--- src/include/dcirq_defs.vh ---
// constants for the dma completion interrupt unit
`ifndef DCIRQ_DEFS_VH
`define DCIRQ_DEFS_VH
`define DCIRQ_NCHAN 32
`define DCIRQ_NREG 2
`define DCIRQ_CODE_W 6
`define DCIRQ_ADDR_W 8
`define DCIRQ_OFS_ENABLE_MASK 8'h00
`define DCIRQ_OFS_ENABLE_SET 8'h04
`define DCIRQ_OFS_ENABLE_CLEAR 8'h08
`define DCIRQ_OFS_PENDING 8'h0C
`define DCIRQ_OFS_PENDING_CLEAR 8'h10
`define DCIRQ_OFS_REGION_MAP0 8'h14
`define DCIRQ_OFS_REGION_MAP1 8'h18
`define DCIRQ_OFS_REEVAL_GLOBAL 8'h1C
`define DCIRQ_OFS_REEVAL_SHADOW0 8'h20
`define DCIRQ_OFS_REEVAL_SHADOW1 8'h24
`define DCIRQ_OFS_IRQ_STATUS 8'h28
`define DCIRQ_OFS_IRQ_MASK 8'h2C
`define DCIRQ_REEVAL_BIT 0
`define DCIRQ_RESET_WORD 32'h00000000
`define DCIRQ_MAP0_RESET 32'hFFFFFFFF
`define DCIRQ_EV_CODE_BIT 0
`define DCIRQ_EV_RANGE_BIT 1
`define DCIRQ_EV_REEVAL_BIT 2
`define DCIRQ_EV_W 3
`endif

--- src/hdl/dcirq_code_decode.v ---
// completion code capture and decode to a one-hot pending request
`timescale 1ns/10ps
`default_nettype none
`include "dcirq_defs.vh"
module dcirq_code_decode (
  input wire clk,
  input wire srst,
  input wire ce,
  input wire code_valid,
  input wire final_irq_en,
  input wire inter_irq_en,
  input wire is_final,
  input wire [`DCIRQ_CODE_W-1:0] code,
  output reg [`DCIRQ_NCHAN-1:0] set_req_q,
  output reg out_of_range_q
);
  // code must be returned only when the matching option enable is on
  wire ret_en;
  assign ret_en = code_valid & (is_final ? final_irq_en : inter_irq_en);

  // one-hot decode; codes 32 and up do not reach the pending bits
  genvar g;
  generate
    for (g = 0; g < `DCIRQ_NCHAN; g = g + 1)
    begin : g_dec
      always @(posedge clk)
      begin
        if (srst)
          set_req_q[g] <= 1'b0;
        else if (ce)
          // zero-extend the code so codes 32 and up can never alias a low channel
          set_req_q[g] <= ret_en && ({{(32-`DCIRQ_CODE_W){1'b0}}, code} == g);
      end
    end
  endgenerate

  // flag codes that fall outside the pending range
  always @(posedge clk)
  begin
    if (srst)
      out_of_range_q <= 1'b0;
    else if (ce)
      out_of_range_q <= ret_en && code[`DCIRQ_CODE_W-1];
  end
endmodule // dcirq_code_decode
`default_nettype wire

--- src/hdl/dcirq_top.v ---
// dma completion interrupt unit: pending, enable, region irq and reevaluate
//
// Summary of operation
// - a one written to enable-set sets the enable bit; zeros change nothing
// - a code is returned only when final or intermediate irq enable is on
// - returned code equals the option word's completion code field
// - code n in 0..31 sets pending bit n
// - pending bits stay set until software clears them
// - a one written to pending-clear clears that pending bit; zeros do nothing
// - no further completion pulse until all pending bits have been cleared
// - reevaluate bit 0 pulses the irq again if enabled pending bits remain
// - a shadow reevaluate pulses its own region's irq, the global copy pulses both region irqs
// - reevaluate exists in global and each shadow region, never access gated
// - the enable mask is not directly writable, only via set and clear
// - a one written to enable-clear clears that enable bit
//
// The address map and the strobed register port are this design's own decisions.
`timescale 1ns/10ps
`default_nettype none
`include "dcirq_defs.vh"
module dcirq_top (
  input wire clk,
  input wire srst,
  input wire ce,
  input wire [`DCIRQ_ADDR_W-1:0] addr,
  input wire [31:0] wdata,
  input wire wr,
  input wire rd,
  output reg [31:0] rdata_q,
  input wire code_valid,
  input wire [`DCIRQ_CODE_W-1:0] code,
  input wire is_final,
  input wire final_irq_en,
  input wire inter_irq_en,
  output reg [`DCIRQ_NREG-1:0] region_irq_q,
  output reg irq_q
);
  localparam ST_IDLE = 2'b01;
  localparam ST_WAIT = 2'b10;

  wire [`DCIRQ_NCHAN-1:0] set_req;
  wire out_of_range;

  // the decoder adds one cycle between code arrival and the pending bit
  dcirq_code_decode u_dec (
    .clk(clk),
    .srst(srst),
    .ce(ce),
    .code_valid(code_valid),
    .final_irq_en(final_irq_en),
    .inter_irq_en(inter_irq_en),
    .is_final(is_final),
    .code(code),
    .set_req_q(set_req),
    .out_of_range_q(out_of_range)
  );

  reg [31:0] enable_q;
  reg [31:0] pending_q;
  reg [31:0] map_q [0:`DCIRQ_NREG-1];
  reg [`DCIRQ_EV_W-1:0] status_q;
  reg [`DCIRQ_EV_W-1:0] mask_q;
  reg [1:0] state_q [0:`DCIRQ_NREG-1];
  reg [31:0] rdata_d;

  // write decodes
  wire wr_en_set;
  wire wr_en_clr;
  wire wr_pend_clr;
  wire wr_map0;
  wire wr_map1;
  wire wr_stat;
  wire wr_mask;
  wire wr_reevaluate_trigger_g;
  wire [`DCIRQ_NREG-1:0] wr_reevaluate_trigger_s;
  assign wr_en_set = wr && (addr == `DCIRQ_OFS_ENABLE_SET);
  assign wr_en_clr = wr && (addr == `DCIRQ_OFS_ENABLE_CLEAR);
  assign wr_pend_clr = wr && (addr == `DCIRQ_OFS_PENDING_CLEAR);
  assign wr_map0 = wr && (addr == `DCIRQ_OFS_REGION_MAP0);
  assign wr_map1 = wr && (addr == `DCIRQ_OFS_REGION_MAP1);
  assign wr_stat = wr && (addr == `DCIRQ_OFS_IRQ_STATUS);
  assign wr_mask = wr && (addr == `DCIRQ_OFS_IRQ_MASK);
  // every reevaluate copy decodes on address and wdata bit 0 alone, with no region gating
  assign wr_reevaluate_trigger_g = wr && (addr == `DCIRQ_OFS_REEVAL_GLOBAL) && wdata[`DCIRQ_REEVAL_BIT];
  assign wr_reevaluate_trigger_s[0] = wr && (addr == `DCIRQ_OFS_REEVAL_SHADOW0) && wdata[`DCIRQ_REEVAL_BIT];
  assign wr_reevaluate_trigger_s[1] = wr && (addr == `DCIRQ_OFS_REEVAL_SHADOW1) && wdata[`DCIRQ_REEVAL_BIT];

  // enable mask only moves through its set and clear ports
  always @(posedge clk)
  begin
    if (srst)
      enable_q <= `DCIRQ_RESET_WORD;
    else if (ce)
    begin
      if (wr_en_set)
        enable_q <= enable_q | wdata;
      else if (wr_en_clr)
        enable_q <= enable_q & ~wdata;
    end
  end

  // pending: hardware only sets, software only clears, set beats clear
  always @(posedge clk)
  begin
    if (srst)
      pending_q <= `DCIRQ_RESET_WORD;
    else if (ce)
      pending_q <= (pending_q & ~(wr_pend_clr ? wdata : 32'h00000000)) | set_req;
  end

  // region channel maps; region 0 owns every channel after reset
  always @(posedge clk)
  begin
    if (srst)
    begin
      map_q[0] <= `DCIRQ_MAP0_RESET;
      map_q[1] <= `DCIRQ_RESET_WORD;
    end
    else if (ce)
    begin
      if (wr_map0)
        map_q[0] <= wdata;
      if (wr_map1)
        map_q[1] <= wdata;
    end
  end

  // per-region pulse engine: pulse once, then wait for all pending to clear
  wire any_pend;
  assign any_pend = |pending_q;
  wire [`DCIRQ_NREG-1:0] reg_hit;
  wire [`DCIRQ_NREG-1:0] pulse_d;
  genvar r;
  generate
    for (r = 0; r < `DCIRQ_NREG; r = r + 1)
    begin : g_reg
      assign reg_hit[r] = |(pending_q & enable_q & map_q[r]);
      // reevaluate (global copy or own shadow copy) forces a fresh pulse
      assign pulse_d[r] = reg_hit[r] && (state_q[r] == ST_IDLE || wr_reevaluate_trigger_g || wr_reevaluate_trigger_s[r]);
      always @(posedge clk)
      begin
        if (srst)
          state_q[r] <= ST_IDLE;
        else if (ce)
        begin
          case (state_q[r])
            ST_IDLE:
              if (reg_hit[r])
                state_q[r] <= ST_WAIT;
            ST_WAIT:
              if (!any_pend)
                state_q[r] <= ST_IDLE;
            default:
              state_q[r] <= ST_IDLE;
          endcase
        end
      end
      always @(posedge clk)
      begin
        if (srst)
          region_irq_q[r] <= 1'b0;
        else if (ce)
          region_irq_q[r] <= pulse_d[r];
      end
    end
  endgenerate

  // sticky event status; set wins over write-one-to-clear
  wire [`DCIRQ_EV_W-1:0] ev;
  assign ev[`DCIRQ_EV_CODE_BIT] = |set_req;
  assign ev[`DCIRQ_EV_RANGE_BIT] = out_of_range;
  assign ev[`DCIRQ_EV_REEVAL_BIT] = wr_reevaluate_trigger_g | (|wr_reevaluate_trigger_s);
  always @(posedge clk)
  begin
    if (srst)
    begin
      status_q <= {`DCIRQ_EV_W{1'b0}};
      mask_q <= {`DCIRQ_EV_W{1'b0}};
    end
    else if (ce)
    begin
      status_q <= (status_q & ~(wr_stat ? wdata[`DCIRQ_EV_W-1:0] : {`DCIRQ_EV_W{1'b0}})) | ev;
      if (wr_mask)
        mask_q <= wdata[`DCIRQ_EV_W-1:0];
    end
  end

  // level interrupt, registered so the output is a flop
  always @(posedge clk)
  begin
    if (srst)
      irq_q <= 1'b0;
    else if (ce)
      irq_q <= |(status_q & mask_q);
  end

  // read mux; write-only and unmapped addresses read zero
  always @*
  begin
    rdata_d = 32'h00000000;
    case (addr)
      `DCIRQ_OFS_ENABLE_MASK: rdata_d = enable_q;
      `DCIRQ_OFS_PENDING: rdata_d = pending_q;
      `DCIRQ_OFS_REGION_MAP0: rdata_d = map_q[0];
      `DCIRQ_OFS_REGION_MAP1: rdata_d = map_q[1];
      `DCIRQ_OFS_IRQ_STATUS: rdata_d = {29'h00000000, status_q};
      `DCIRQ_OFS_IRQ_MASK: rdata_d = {29'h00000000, mask_q};
      default: rdata_d = 32'h00000000;
    endcase
  end

  // read data stands only in the cycle after the strobe
  always @(posedge clk)
  begin
    if (srst)
      rdata_q <= 32'h00000000;
    else if (ce)
      rdata_q <= rd ? rdata_d : 32'h00000000;
  end
endmodule // dcirq_top
`default_nettype wire

--- config.mk ---
export PLATFORM = sky130hd
export DESIGN_NAME = dcirq_top
export DESIGN_NICKNAME = d
export VERILOG_FILES = /design/src/hdl/dcirq_code_decode.v /design/src/hdl/dcirq_top.v
export VERILOG_INCLUDE_DIRS = /design/src /design/src/include
export SDC_FILE = /design/constraint.sdc
export NUM_CORES = 1
export LEC_CHECK = 0
export BUFFER_PORTS_ARGS = -buffer_cell sky130_fd_sc_hd__buf_2
export CORE_ASPECT_RATIO = 1.25
export CORE_UTILIZATION = 44
export CTS_CLUSTER_DIAMETER = 100
export CTS_CLUSTER_SIZE = 25
export DETAILED_ROUTE_END_ITERATION = 8
export GPL_ROUTABILITY_DRIVEN = 0
export SLEW_MARGIN = 25
export SYNTH_ARGS = -nofsm -noshare
export SYNTH_HDL_FRONTEND = slang
export SYNTH_SLANG_ARGS = --single-unit
--- constraint.sdc ---
create_clock -name clk -period 7.3 [get_ports clk]
set_input_delay 1.46 -clock clk [delete_from_list [all_inputs] [get_ports clk]]
set_output_delay 1.46 -clock clk [all_outputs]
set_load 0.1 [all_outputs]
==> results.md <==
- Most common library cells after synthesis: dfxtp_1 (138), a22oi_1 (91), nor2_1 (83)
- Utilization after layout: 49.90%
- DRT iter0 DRCs: 987
- Final min period: 3.763 ns
- Global route total overflow: 0
- Hold path start: rdata_q[0]$_SDFFE_PP0P_
- Final Max Slew Viols: 0
- Vias in the first global route: 7163
- Ports: 90
- Layout cells sized above 1: 13.37%
- Avg WL per Cell: 23.23 um
- CTS tree: built
- Worst hold margin: 0.4550 ns
- Port bufs: 89
- Top-count cell post-synth: dfxtp_1
- Logic pwr share: 5.5%
- Critical path required time: 7.51 ns
- Synth warnings: 0
- Peak supply drop: 0.1310 mV
- First-pass DRT Iterations: 6
- Worst setup startpoint: addr[2]
- Layout Cells excl Fill: 1250
- Initial Util: 45.04%
- Status: finished, final reports clean
- Sink Count: 206
- Mean Syn Cell Area: 9.802 sq um
- Buf/Inv on CP: 2
- Sequential fraction of design power: 59.0%
- Die extent in y: 162.7 um
- H-tree depth: 1
- CP cell instances: buf_2 > nor3b_4 > and3_1 > a21oi_2 > nor3_4 > buf_4 > nand2b_1
- Cts hold-fix bufs: 0
- Arr. time, crit path: 3.98 ns
- Max incr delay on CP: 0.84 ns
- Reg2reg start: pending_q[11]$_SDFFE_PP0P_
- Clock skew: 0.02569 ns
- P&R area growth vs syn: 10.80%
- Switching pwr: 0.4872 mW
- CP endpoint kind: flip-flop
- Initial antenna violation count: 0
- Die X: 130.5 um
- Area share of the largest cell type after synthesis: 30.40%
- Mapped cell area: 0.009086 sq mm
- First-pass GRT wire length: 44040 um
- Int Power: 1.571 mW
- Seq/Total Area, Yosys: 52.88%
- Fin nets: 1033
- Worst Hold Class: reg2reg
- Normalized max-slew margin: 37.29%
- Worst skew pair latency: 0.48 ns
- Largest net degree at the start of global routing: 62
- Slowest-stage cell, CP: and3_1
- Final WL: 29040 um
- Final HPWL DP: 19780 um
- Setup TNS: 0 ns
- Ys flop type: dfxtp_1
- Syn_nets: 986
- Worst slew pin tran: 0.9385 ns
- Pwr dens: 204.5 mW/mm^2
- DRC errors left: 0
- Max Freq: 0.2657 GHz
- Placement Cell Area: 0.009691 sq mm
- Critical path launch point type: primary input
- CTS resizes: 0
- Hold Vio Cnt, Final: 0
- Total track usage: 27.90%
- Final setup viols: 0
- RSZ-0062 raised after global routing: false
- Count of state elements after synthesis: 206
- Diode count: 0
- DP Cell Count: 1230
- Post-route ant nets: 0
- Max Buffers Root-to-Sink: 3
- Number of post-CTS setup repair buffers: 0
- Core footprint: 0.02017 sq mm
- Root buf cell: clkbuf_16
- Final worst-path cycle share: 51.55%
- Via-per-instance ratio: 6.288
- Switch share: 23.67%
- Post-route cell area: 0.01007 sq mm
- Via count: 7860
- Num rows: 58
- Synth cell types: 54
- Cell taking the most area after synthesis: dfxtp_1
- CTS Buf Count: 12
- Worst-path fanout max: 58
- FFs w/ async S/R, synth: 0%
- Family with the most delay on the worst path: simple AND/OR/NAND/NOR gates
- Die area: 0.02123 sq mm
- Clk pwr share: 35.6%
- MaxCap Viol Count: 0
- EDFF count, synth: 68
- Synth area leaders: dfxtp_1 (30%), edfxtp_1 (22%), a22oi_1 (7.5%)
- Pleak: 3.393 nW
- Syn Inst Count: 927
- Critical path type: in2reg
- Clk pin slew, worst setup/hold paths: 0.10 ns
[cell families after synthesis]
group / count (synthesis) / synth area share [%]
adders and majority gates: 4 / 0.5508
buffers and inverters: 78 / 3.732
AOI/OAI and AO/OA: 267 / 21.34
xor gates and xnor gates: 1 / 0.09641
and+or+nand+nor: 366 / 20.83
muxes: 5 / 0.5646
DFF: 206 / 52.88
[power by group through the flow]
stage / clock network (mW) / logic [mW] / registers (mW)
floorplan: 0 / 0.0565 / 1.24
global placement: 0 / 0.110 / 1.24
detailed placement: 0 / 0.110 / 1.24
CTS: 0.747 / 0.111 / 1.21
global route: 0.787 / 0.120 / 1.22
finish: 0.732 / 0.112 / 1.21
[per-layer routing]
metal	wire length [um]	track usage (%)	vias to the layer above
met5	0	0	-
met4	943	9.457	0
met3	2195	3.548	65
met2	13630	44.78	406
met1	12270	38.61	3762
li1	-	-	3627
[area by class of cell]
cell class	count	area, sq um
clock buffers	19	347.8
clock inverters	1	20.02
fillers	1971	10110
inverters	11	41.29
multi-input cells	643	3985
flip-flops and latches	206	4805
well taps	270	337.8
repair buffers	100	530.5
[cell usage in the layout, fill, tap and decap left out, types with 6 or more instances in the layout]
cell type	instances
nor2_1	82
nor4_1	23
o21ai_0	21
nand2b_1	34
nand3_1	73
edfxtp_1	68
a22oi_1	91
buf_2	88
nand4_1	28
a222oi_1	17
and2_1	35
inv_1	10
a22o_1	35
a211oi_1	33
nand2_1	62
clkbuf_1	6
o22ai_1	14
buf_4	12
dfxtp_1	138
clkbuf_16	13
a21oi_1	41
[worst paths after layout]
| check | depth (start not counted) | to | slack, ns |
|---|---|---|---|
| setup / recovery | 7 | map_q[0][16]$_SDFFCE_PN1P_ | 3.54 |
| hold / removal | 2 | rdata_q[0]$_SDFFE_PP0P_ | 0.45 |
| setup reg to reg | 5 | state_q[0][1]$_SDFFCE_PP0P_ | 5.18 |
| hold reg to reg | 2 | rdata_q[0]$_SDFFE_PP0P_ | 0.45 |
[worst min-delay path, cell delays in order (launching register included)]
cell and delay, ns:
dfxtp_1 0.33, nand2_1 0.04, o21ai_0 0.05
[stage by stage]
stage	power, mW	setup WS [ns]
floorplan	1.294	3.804
global placement	1.351	2.975
detailed placement	1.351	2.967
CTS	2.071	3.464
global route	2.124	3.376
finish	2.058	3.537
Note: power is estimated with default switching activity, not from simulation.
